$ cat config.mk
export PLATFORM = sky130hd
export DESIGN_NAME = video_peaking_panel_output_regs
export DESIGN_NICKNAME = d
export VERILOG_FILES = /design/src/include/video_regs_pkg.sv /design/src/logic/luma_align_delay.sv /design/src/logic/video_peaking_panel_output_regs.sv
export SDC_FILE = /design/constraint.sdc
export NUM_CORES = 1
export LEC_CHECK = 0
export BUFFER_PORTS_ARGS = -buffer_cell sky130_fd_sc_hd__buf_4
export CAP_MARGIN = 20
export CORE_UTILIZATION = 58
export DETAILED_ROUTE_END_ITERATION = 8
export PLACE_DENSITY = 0.89
export SLEW_MARGIN = 20
export SYNTH_ARGS = -nofsm -noshare
export SYNTH_HDL_FRONTEND = slang
export SYNTH_HIERARCHICAL = 1
export SYNTH_SLANG_ARGS = --single-unit
$ cat constraint.sdc
create_clock -name clk_in -period 3.2 [get_ports clk_in]
set_input_delay 0.96 -clock clk_in [delete_from_list [all_inputs] [get_ports clk_in]]
set_output_delay 0.96 -clock clk_in [all_outputs]
set_load 0.05 [all_outputs]
$ cat src/include/video_regs_pkg.sv
// Purpose: Shared constants and carriers for the back-end video settings bank
// Assumes: Subaddress write port delivered by an upstream control-bus slave
// Notes:   Decoded settings travel as one packed struct
`default_nettype none
package video_regs_pkg;
	// Subaddresses
	localparam logic [7:0] ADDR_SHAPE     = 8'h39;
	localparam logic [7:0] ADDR_NOISE     = 8'h3A;
	localparam logic [7:0] ADDR_CHROMA    = 8'h3B;
	localparam logic [7:0] ADDR_LUMA      = 8'h3C;
	localparam logic [7:0] ADDR_BEGIN     = 8'h3D;
	localparam logic [7:0] ADDR_END       = 8'h3E;
	localparam logic [7:0] ADDR_FORMAT    = 8'h3F;
	// Field positions
	localparam int TAU_LSB        = 0;
	localparam int AMP_LSB        = 3;
	localparam int UNDER_LSB      = 5;
	localparam int THR_LSB        = 0;
	localparam int FILL_U_LSB     = 0;
	localparam int FILL_V_LSB     = 4;
	localparam int FDEL_LSB       = 0;
	localparam int RANGE_BIT      = 2;
	localparam int INV_BIT        = 3;
	localparam int YDEL_LSB       = 4;
	// Writable-bit masks; reserved bits read as zero
	localparam logic [7:0] MASK_SHAPE  = 8'h7F;
	localparam logic [7:0] MASK_NOISE  = 8'h0F;
	localparam logic [7:0] MASK_FORMAT = 8'h7F;
	localparam logic [7:0] RESET_VALUE = 8'h00;
	// Threshold step in LSB
	localparam logic [6:0] THR_STEP = 7'h08;
	// Output levels
	localparam logic [9:0] BLACK_9BIT  = 10'h120;
	localparam logic [9:0] WHITE_9BIT  = 10'h2FF;
	localparam logic [9:0] BLACK_10BIT = 10'h040;
	localparam logic [9:0] WHITE_10BIT = 10'h3FF;
	localparam int LUMA_DELAY_MAX = 7;

	typedef struct packed {
		logic [3:0] time_const_16th;   // tau in sixteenths
		logic [2:0] amplitude_atten_4th;
		logic [2:0] undershoot_atten_4th;
		logic [6:0] noise_threshold;   // magnitude in LSB
		logic [3:0] fill_u;
		logic [3:0] fill_v;
		logic [7:0] fill_y;
		logic [7:0] begin_pos;
		logic [7:0] end_pos;
		logic [1:0] border_fine_delay;
		logic       range_10bit;
		logic [9:0] black_level;
		logic [9:0] white_level;
		logic       chroma_invert;
		logic [2:0] luma_advance;      // cycles luma leads chroma
	} settings_t;

	typedef struct packed {
		logic [7:0] shape;
		logic [7:0] noise;
		logic [7:0] chroma;
		logic [7:0] luma;
		logic [7:0] begin_pos;
		logic [7:0] end_pos;
		logic [7:0] format;
		logic [7:0] rdata;
	} bank_state_t;
endpackage
`default_nettype wire

$ cat src/logic/luma_align_delay.sv
// Purpose: Variable luma delay line, 1 to 8 pixel cycles
// Assumes: Enable pulse marks each output pixel clock cycle
// Notes:   Depth fixed at the eight-cycle chroma latency
`default_nettype none
module luma_align_delay (
	// Clock, reset and pixel enable
	input  wire logic        clk_in,
	input  wire logic        rst_n_in,
	input  wire logic        pix_en_in,
	// Data
	input  wire logic [9:0]  luma_in,
	input  wire logic [2:0]  delay_in,
	output logic      [9:0]  luma_out
);
	typedef struct packed {
		logic [7:0][9:0] taps;
		logic [9:0]      q;
	} line_t;
	line_t cur_ff;
	line_t nxt_ff;

	always_comb begin
		nxt_ff = cur_ff;
		if (pix_en_in) begin
			nxt_ff.taps = {cur_ff.taps[6:0], luma_in};
			nxt_ff.q    = (delay_in == 3'h0) ? luma_in : cur_ff.taps[delay_in - 3'h1];
		end
	end

	always_ff @(posedge clk_in) begin
		if (!rst_n_in) begin
			cur_ff <= '0;
		end else begin
			cur_ff <= nxt_ff;
		end
	end

	assign luma_out = cur_ff.q;
endmodule
`default_nettype wire

$ cat src/logic/video_peaking_panel_output_regs.sv
// Purpose: Settings bank for peaking, border overlay and output format
// Assumes: Subaddress byte writes and reads from the control-bus slave
// Notes:   Settings decoded into a struct; luma aligned by a delay line
`default_nettype none
module video_peaking_panel_output_regs (
	// Clock and reset
	input  wire logic                       clk_in,
	input  wire logic                       rst_n_in,
	// Register port
	input  wire logic                       reg_wr_in,
	input  wire logic                       reg_rd_in,
	input  wire logic [7:0]                 reg_addr_in,
	input  wire logic [7:0]                 reg_wdata_in,
	output logic      [7:0]                 reg_rdata_out,
	output logic                            reg_hit_out,
	// Pixel path
	input  wire logic                       pix_en_in,
	input  wire logic [9:0]                 luma_in,
	input  wire logic [7:0]                 chroma_u_in,
	input  wire logic [7:0]                 chroma_v_in,
	output logic      [9:0]                 luma_out,
	output logic      [7:0]                 chroma_u_out,
	output logic      [7:0]                 chroma_v_out,
	// Decoded settings
	output video_regs_pkg::settings_t       settings_out
);
	video_regs_pkg::bank_state_t cur_ff;
	video_regs_pkg::bank_state_t nxt_ff;
	video_regs_pkg::settings_t   set_c;
	logic [7:0]                  uv_u_ff;
	logic [7:0]                  uv_v_ff;
	logic                        hit_c;

	// Reserved bits are masked so they read back as zero
	always_comb begin
		nxt_ff = cur_ff;
		hit_c  = 1'b1;
		unique case (reg_addr_in)
			video_regs_pkg::ADDR_SHAPE:  nxt_ff.rdata = cur_ff.shape;
			video_regs_pkg::ADDR_NOISE:  nxt_ff.rdata = cur_ff.noise;
			video_regs_pkg::ADDR_CHROMA: nxt_ff.rdata = cur_ff.chroma;
			video_regs_pkg::ADDR_LUMA:   nxt_ff.rdata = cur_ff.luma;
			video_regs_pkg::ADDR_BEGIN:  nxt_ff.rdata = cur_ff.begin_pos;
			video_regs_pkg::ADDR_END:    nxt_ff.rdata = cur_ff.end_pos;
			video_regs_pkg::ADDR_FORMAT: nxt_ff.rdata = cur_ff.format;
			default: begin
				nxt_ff.rdata = 8'h00;
				hit_c        = 1'b0;
			end
		endcase
		if (!reg_rd_in) begin
			nxt_ff.rdata = cur_ff.rdata;
		end
		if (reg_wr_in) begin
			unique case (reg_addr_in)
				video_regs_pkg::ADDR_SHAPE:  nxt_ff.shape     = reg_wdata_in & video_regs_pkg::MASK_SHAPE;
				video_regs_pkg::ADDR_NOISE:  nxt_ff.noise     = reg_wdata_in & video_regs_pkg::MASK_NOISE;
				video_regs_pkg::ADDR_CHROMA: nxt_ff.chroma    = reg_wdata_in;
				video_regs_pkg::ADDR_LUMA:   nxt_ff.luma      = reg_wdata_in;
				video_regs_pkg::ADDR_BEGIN:  nxt_ff.begin_pos = reg_wdata_in;
				video_regs_pkg::ADDR_END:    nxt_ff.end_pos   = reg_wdata_in;
				video_regs_pkg::ADDR_FORMAT: nxt_ff.format    = reg_wdata_in & video_regs_pkg::MASK_FORMAT;
				default:                     nxt_ff.rdata     = nxt_ff.rdata;
			endcase
		end
	end

	always_ff @(posedge clk_in) begin
		if (!rst_n_in) begin
			cur_ff <= '0;
		end else begin
			cur_ff <= nxt_ff;
		end
	end

	// Decode of the stored fields into working settings
	always_comb begin
		set_c = '0;
		unique case (cur_ff.shape[video_regs_pkg::TAU_LSB +: 3])
			3'h7:    set_c.time_const_16th = 4'h8;
			default: set_c.time_const_16th = {1'b0, cur_ff.shape[video_regs_pkg::TAU_LSB +: 3]};
		endcase
		unique case (cur_ff.shape[video_regs_pkg::AMP_LSB +: 2])
			2'h3:    set_c.amplitude_atten_4th = 3'h4;
			default: set_c.amplitude_atten_4th = {1'b0, cur_ff.shape[video_regs_pkg::AMP_LSB +: 2]};
		endcase
		unique case (cur_ff.shape[video_regs_pkg::UNDER_LSB +: 2])
			2'h3:    set_c.undershoot_atten_4th = 3'h4;
			default: set_c.undershoot_atten_4th = {1'b0, cur_ff.shape[video_regs_pkg::UNDER_LSB +: 2]};
		endcase
		set_c.noise_threshold = 7'(cur_ff.noise[video_regs_pkg::THR_LSB +: 4] * video_regs_pkg::THR_STEP);
		set_c.fill_u          = cur_ff.chroma[video_regs_pkg::FILL_U_LSB +: 4];
		set_c.fill_v          = cur_ff.chroma[video_regs_pkg::FILL_V_LSB +: 4];
		set_c.fill_y          = cur_ff.luma;
		set_c.begin_pos       = cur_ff.begin_pos;
		set_c.end_pos         = cur_ff.end_pos;
		set_c.border_fine_delay = cur_ff.format[video_regs_pkg::FDEL_LSB +: 2];
		set_c.range_10bit     = cur_ff.format[video_regs_pkg::RANGE_BIT];
		if (cur_ff.format[video_regs_pkg::RANGE_BIT]) begin
			set_c.black_level = video_regs_pkg::BLACK_10BIT;
			set_c.white_level = video_regs_pkg::WHITE_10BIT;
		end else begin
			set_c.black_level = video_regs_pkg::BLACK_9BIT;
			set_c.white_level = video_regs_pkg::WHITE_9BIT;
		end
		set_c.chroma_invert   = cur_ff.format[video_regs_pkg::INV_BIT];
		// Code 0 means luma seven cycles early, code 7 means aligned
		set_c.luma_advance    = 3'(video_regs_pkg::LUMA_DELAY_MAX) - cur_ff.format[video_regs_pkg::YDEL_LSB +: 3];
	end

	// Chroma has a fixed eight-cycle latency; luma one to eight cycles
	logic [6:0][15:0] uv_pipe_ff;
	always_ff @(posedge clk_in) begin
		if (!rst_n_in) begin
			uv_pipe_ff <= '0;
			uv_u_ff    <= 8'h00;
			uv_v_ff    <= 8'h00;
		end else if (pix_en_in) begin
			uv_pipe_ff <= {uv_pipe_ff[5:0], chroma_u_in, chroma_v_in};
			if (set_c.chroma_invert) begin
				uv_u_ff <= ~uv_pipe_ff[6][15:8];
				uv_v_ff <= ~uv_pipe_ff[6][7:0];
			end else begin
				uv_u_ff <= uv_pipe_ff[6][15:8];
				uv_v_ff <= uv_pipe_ff[6][7:0];
			end
		end
	end

	luma_align_delay luma_align_delay_inst (
		.clk_in    (clk_in),
		.rst_n_in  (rst_n_in),
		.pix_en_in (pix_en_in),
		.luma_in   (luma_in),
		.delay_in  (cur_ff.format[video_regs_pkg::YDEL_LSB +: 3]),
		.luma_out  (luma_out)
	);

	assign reg_rdata_out = cur_ff.rdata;
	assign reg_hit_out   = hit_c;
	assign chroma_u_out  = uv_u_ff;
	assign chroma_v_out  = uv_v_ff;
	assign settings_out  = set_c;
endmodule
`default_nettype wire

==> results.sh, run 1 <==
export IMPL_n_fill_cell=1497
export IMPL_ios=158
export IMPL_cts_sinks=276
export IMPL_drive_gt1_share_pct=19.6
export IMPL_fin_setup_tns_ns=0
export IMPL_syn_inst=1197
export IMPL_die_area_mm2=0.0214
export IMPL_post_cts_setup_buffers=0
export IMPL_ys_async_sr_fraction_pct=0
export IMPL_drv_slew=0
export IMPL_hold_viol=0
export IMPL_cts_buffer_depth=3
export IMPL_grt_pass1_vias=8229
export IMPL_route_detailed_drc=0
export IMPL_drtIter0Drc=547
export IMPL_final_common_cell="dfxtp_1"
export IMPL_worst_slew_pin_slew_ns=0.735
export IMPL_initial_core_util_pct=59.5
export IMPL_clock_skew_ns=0.0197
export IMPL_ys_types=58
export IMPL_maxCapViolCount=0
export IMPL_post_drt_via_cell_ratio=5.48
export IMPL_timing_final_crit_period_ns=2.82
export IMPL_max_slew_margin_pct=50.8
export IMPL_die_x_um=146
export IMPL_rsz0062_at_grt="false"
export IMPL_numCtsBuffers=28
export IMPL_hold_path_depth=2
export IMPL_period_share_pct=88.3
export IMPL_worstSetupEndpointType="primary output"
export IMPL_yosys_warnings=6
export IMPL_cts_tree="built"
export IMPL_die_h_um=146
export IMPL_syn_mean_instance_area_um2=10.1
export IMPL_ant_nets=0
export IMPL_grt_usage_pct=23.6
export IMPL_outcome="finished, final reports clean"
export IMPL_cp_data_arrival_time_ns=1.86
export IMPL_peakVddDrop_mv=0.432
export IMPL_worstPathMaxFanout=3
export IMPL_num_vias=8373
export IMPL_hold_class="reg -> reg"
export IMPL_cts_max_level=1
export IMPL_core_area_mm2=0.0203
export IMPL_netlist_area_mm2=0.0121
export IMPL_cts_hold_buf=0
export IMPL_final_nets=1285
export IMPL_final_cell_mix="dfxtp_1, mux2i_1, nor2_1"
export IMPL_diodes=0
export IMPL_whs_ns=0.470
export IMPL_wirelength_mm=25.6
export IMPL_grt_pass1_wl_mm=41.5
export IMPL_cts_root_buffer="clkbuf_16"
export IMPL_synthFlopType="dfxtp_1"
export IMPL_antenna_found_initial=0
export IMPL_ff2ff_path_depth=3
export IMPL_ys_ff_latch=276
export IMPL_grt_overflow=0
export IMPL_synth_edf_count=0
export IMPL_path_clk_slew_ns=0.06
export IMPL_finalPower_mw=7.29
export IMPL_critPathKind="in -> out"
export IMPL_startpoint_type="primary input"
export IMPL_required_ns=2.24
export IMPL_numPortBuffers=138
export IMPL_dr_pass1_iters=5
export IMPL_grt_max_degree=118
export IMPL_final_util_pct=67.1
export IMPL_p_per_area_mw_per_mm2=535
export IMPL_max_freq_mhz=354
export IMPL_clk_latency_ns=0.55
export IMPL_syn2layout_area_growth_pct=12.7
export IMPL_yosysSeqAreaShare_pct=45.7
export IMPL_setup_violations=0
export IMPL_power_leakage_nw=5.94
export IMPL_gp_congestion=0.891
export IMPL_postCtsResizedCells=0
export IMPL_wl_per_cell_um=16.8
export IMPL_hpwl_mm=16.3
export IMPL_num_rows=52
-- state kept, by name, summed over array words and instances (netlist names) --
name                            count
cur_ff                             14
chroma_u_out                        8
luma_align_delay_inst/cur_ff       80
uv_pipe_ff                        112
luma_align_delay_inst/luma_out     10
chroma_v_out                        8
settings_out                       36
reg_rdata_out                       8
-- through the flow --
| step | instances | area [um^2] | worst slack (ns) |
|---|---|---|---|
| 2_1_floorplan | 1214 | 12100 | 0.0879 |
| 3_3_place_gp | 1476 | 12700 | 0.414 |
| 3_5_place_dp | 1476 | 12700 | 0.397 |
| 4_1_cts | 1527 | 13600 | 0.375 |
| 5_1_grt | 1527 | 13600 | 0.335 |
| 6_report | 1527 | 13600 | 0.375 |
-- critical path, cell delays in order --
cell      delay (ns)
buf_4           0.11
and4bb_1        0.34
nand2_1         0.12
nor2_1          0.13
buf_4           0.20
-- where the power goes --
| group | internal [mW] | switching (mW) | total (mW) |
|---|---|---|---|
| clock | 1.89 | 1.34 | 3.23 |
| sequential | 3.49 | 0.0371 | 3.53 |
| combinational | 0.192 | 0.336 | 0.528 |
-- cell families (layout without fill, tap and decap cells) --
kind of cell	Yosys count	after routing	synth area share, %
AO/OA/AOI/OAI	105	105	6.41
buffers and inverters	176	219	8.78
other	2	19	0.0621
adder cells (fa/ha/maj)	2	2	0.207
multiplexers	263	263	22.9
flip-flops	276	276	45.7
AND/OR/NAND/NOR	355	355	14.4
XOR/XNOR	18	18	1.52
-- per-layer routing --
layer / global-route usage (%) / share of wire [%] / vias to the layer above
li1: - / - / 4049
met1: 29.7 / 41 / 3992
met2: 40.2 / 49 / 260
met3: 3.94 / 5.4 / 72
met4: 9.53 / 3.9 / 0
met5: 0 / 0 / -
-- final cells by class --
class,count,area [um^2],share of cell area (%)
clock buffer,42,833,6.12
clock inverter,9,104,0.763
inverter,18,70.1,0.515
multi-input combinational,762,5560,40.9
sequential,276,5530,40.6
tap,270,338,2.48
timing repair buffer,150,1180,8.69
-- final timing paths --
kind | slack, ns | from | end
min | 0.47 | reg_rdata_out[3] | reg_rdata_out[3]
max | 0.38 | reg_addr_in[6] | reg_hit_out
min reg2reg | 0.47 | reg_rdata_out[3] | reg_rdata_out[3]
max reg2reg | 1.03 | cur_ff[14] | luma_align_delay_inst/luma_out[4]
-- Yosys cell counts (3+ instances only) --
cell type / count / share of area, %
nor2_1: 171 / 5.3
buf_4: 83 / 5.2
clkbuf_1: 21 / 0.65
o21ai_0: 17 / 0.70
nor2b_1: 81 / 4.2
o22ai_1: 18 / 0.93
o31ai_1: 8 / 0.50
buf_1: 11 / 0.34
a211o_1: 3 / 0.22
dfxtp_1: 276 / 46
a22oi_1: 5 / 0.31
buf_6: 4 / 0.37
xnor2_1: 16 / 1.2
nand3_1: 17 / 0.70
a32o_1: 8 / 0.66
and2_1: 7 / 0.36
a31o_2: 3 / 0.22
mux2i_1: 228 / 19
inv_1: 18 / 0.56
mux2_2: 26 / 2.4
a211oi_1: 19 / 1.2
a21boi_0: 10 / 0.62
nand2b_1: 10 / 0.52
nand4_4: 4 / 0.70
buf_2: 37 / 1.5
mux4_2: 5 / 0.93
nand2_1: 51 / 1.6
(Power assumes the default switching activity.)
==> run 2, diff against run 1 <==
--- a/config.mk
+++ b/config.mk
@@ -13,5 +13,4 @@
 export SLEW_MARGIN = 20
 export SYNTH_ARGS = -nofsm -noshare
 export SYNTH_HDL_FRONTEND = slang
-export SYNTH_HIERARCHICAL = 1
 export SYNTH_SLANG_ARGS = --single-unit
==> run 2 against run 1 <==
Compared with the run above:
- wire length decreased by 9.1%
- critical path type unchanged
- worst hold slack improved by 0.0089 ns
- final area grew 0.62%
- combinational power up 2%
- highest routed layer unchanged
- utilization increased by 0.20 points
- fmax shrank 0.52%
==> results.sh, run 2 <==
export IMPL_maxCapViolCount=0
export IMPL_crit_family="simple AND/OR/NAND/NOR gates"
export IMPL_drive_gt1_share_pct=19.5
export IMPL_cp_data_arrival_time_ns=1.88
export IMPL_worstPathMaxFanout=5
export IMPL_final_nets=1222
export IMPL_n_fill_cell=1550
export IMPL_final_cell_mix="dfxtp_1, nor2b_1, mux2i_1"
export IMPL_num_rows=52
export IMPL_numCtsBuffers=29
export IMPL_wirelength_mm=23.3
export IMPL_worst_path_max_delay_cell="and4bb_2"
export IMPL_p_per_area_mw_per_mm2=530
export IMPL_required_ns=2.24
export IMPL_post_cts_setup_buffers=0
export IMPL_rsz0062_at_grt="false"
export IMPL_ys_ff_latch=276
export IMPL_yosysTopAreaCell="dfxtp_1"
export IMPL_hold_viol=0
export IMPL_critPathKind="in -> out"
export IMPL_hpwl_mm=15.1
export IMPL_power_leakage_nw=5.74
export IMPL_ys_top_cells_by_count="dfxtp_1, nor2b_1, mux2i_1"
export IMPL_grt_pass1_vias=7684
export IMPL_route_detailed_drc=0
export IMPL_top_register="uv_pipe_ff"
export IMPL_peakVddDrop_mv=0.413
export IMPL_hold_class="reg -> reg"
export IMPL_netlist_area_mm2=0.0121
export IMPL_wl_per_cell_um=15.9
export IMPL_path_clk_slew_ns=0.06
export IMPL_period_share_pct=88.7
export IMPL_num_vias=7802
export IMPL_clk_latency_ns=0.54
export IMPL_antenna_found_initial=0
export IMPL_syn_inst=1133
export IMPL_diodes=0
export IMPL_cts_buffer_depth=3
export IMPL_clock_skew_ns=0.0108
export IMPL_grt_pass1_wl_mm=38.1
export IMPL_outcome="finished, final reports clean"
export IMPL_largest_reg_flops=112
export IMPL_cts_hold_buf=0
export IMPL_ys_types=43
export IMPL_cp_cell_sequence="buf_4 > and4bb_2 > nand2_1 > nor2_1 > buf_4"
export IMPL_post_drt_via_cell_ratio=5.34
export IMPL_dr_pass1_iters=5
export IMPL_synth_edf_count=0
export IMPL_cts_tree="built"
export IMPL_ys_async_sr_fraction_pct=0
export IMPL_ant_nets=0
export IMPL_multiInputGateArea_mm2=0.00571
export IMPL_worst_path_buf_inv=2
export IMPL_path_common_cell="buf_4"
export IMPL_yosysMostFrequentCell="dfxtp_1"
export IMPL_netlist_area_leader_share_pct=45.5
export IMPL_cp_slowest_stage_delay_ns=0.35
export IMPL_syn2layout_area_growth_pct=12.9
export IMPL_core_area_mm2=0.0204
export IMPL_die_h_um=147
export IMPL_drtIter0Drc=415
export IMPL_cts_max_level=1
export IMPL_seqCellArea_mm2=0.00553
export IMPL_setup_violations=0
export IMPL_syn_mean_instance_area_um2=10.7
export IMPL_gp_congestion=0.881
export IMPL_numPortBuffers=138
export IMPL_cts_root_buffer="clkbuf_16"
export IMPL_die_area_mm2=0.0215
export IMPL_ios=158
export IMPL_startpoint_type="primary input"
export IMPL_fin_setup_tns_ns=0
export IMPL_worstSetupEndpointType="primary output"
export IMPL_postCtsResizedCells=0
export IMPL_worst_slew_pin_slew_ns=0.981
export IMPL_cts_sinks=276
export IMPL_synthFlopType="dfxtp_1"
export IMPL_timing_final_crit_period_ns=2.84
export IMPL_synthTopCellsByArea="dfxtp_1, mux2i_1, nor2b_1"
export IMPL_yosysSeqAreaShare_pct=45.5
export IMPL_whs_ns=0.479
export IMPL_yosys_warnings=0
export IMPL_final_common_cell="dfxtp_1"
export IMPL_drv_slew=0
export IMPL_grt_usage_pct=21.4
export IMPL_grt_max_degree=117
export IMPL_initial_core_util_pct=59.6
export IMPL_max_freq_mhz=352
export IMPL_grt_overflow=0
export IMPL_max_slew_margin_pct=34.5
export IMPL_die_x_um=147
## run 2: cell count changes after synthesis, sizes merged, moves of 16 or more
cell	before	now
nor2	171	3
nor2b	81	234
mux2	28	7
a211oi	19	0
o21ai	17	35
o22ai	18	0
mux4	7	24
o211a	0	16
## run 2: routing by layer
layer | part of all wire, % | up-vias | global-route usage (%) | wire, um
met4 | 2.2 | 0 | 6.15 | 521
met5 | 0 | - | 0 | 0
met2 | 51 | 147 | 38.1 | 11800
met1 | 43 | 3747 | 26.9 | 10100
li1 | - | 3870 | - | -
met3 | 3.7 | 38 | 3.13 | 851
## run 2: logic make-up after synthesis
| group | Yosys count | share of synthesized area (%) |
|---|---|---|
| compound gates | 92 | 5.35 |
| xor+xnor | 16 | 1.15 |
| fa+ha+maj | 2 | 0.206 |
| buf+inv | 163 | 7.92 |
| flops | 276 | 45.5 |
| mux | 257 | 23.7 |
| other cells | 2 | 0.0619 |
| simple gates | 325 | 16.0 |
## run 2: worst paths after layout
kind / start / endpoint / slack [ns] / depth (start not counted)
worst max-delay path: reg_addr_in[6] / reg_hit_out / 0.36 / 5
worst min-delay path: reg_rdata_out[2] / reg_rdata_out[2] / 0.48 / 2
worst max register to register: cur_ff[13] / luma_align_delay_inst.luma_out[4] / 1.17 / 6
worst min register to register: reg_rdata_out[2] / reg_rdata_out[2] / 0.48 / 2
## run 2: cell type report
| type | instances | share of cell area, % |
|---|---|---|
| well taps | 270 | 2.47 |
| inverters | 6 | 0.164 |
| clock inverters | 5 | 0.393 |
| repair buffers | 149 | 8.70 |
| clock buffers | 45 | 6.25 |
| multi-input cells | 711 | 41.7 |
| flip-flops and latches | 276 | 40.3 |
## run 2: per-stage QoR
step / cells / setup slack (ns) / instance area, um^2 / power, mW / utilization, %
after floorplan: 1150 / 0.220 / 12200 / 4.04 / -
after global placement: 1412 / 0.402 / 12800 / 4.14 / 62.8
after detailed placement: 1412 / 0.394 / 12800 / 4.15 / 62.8
after CTS: 1462 / 0.386 / 13700 / 7.33 / 67.3
after global routing: 1462 / 0.321 / 13700 / 7.50 / 67.3
final: 1462 / 0.361 / 13700 / 7.27 / 67.3
## run 2: power breakdown
| group | leakage (nW) | switching, mW | internal [mW] |
|---|---|---|---|
| clock network | 0.449 | 1.30 | 1.90 |
| registers | 2.24 | 0.0359 | 3.50 |
| logic | 3.05 | 0.321 | 0.218 |
## run 2: worst register-to-register path, delay by kind of cell (launching register included)
kind | cells | cell delay (ns)
AO/OA/AOI/OAI | 2 | 0.32
adder cells (fa/ha/maj) | 1 | 0.29
buffers and inverters | 2 | 0.41
flip-flops | 1 | 0.33
multiplexers | 1 | 0.56
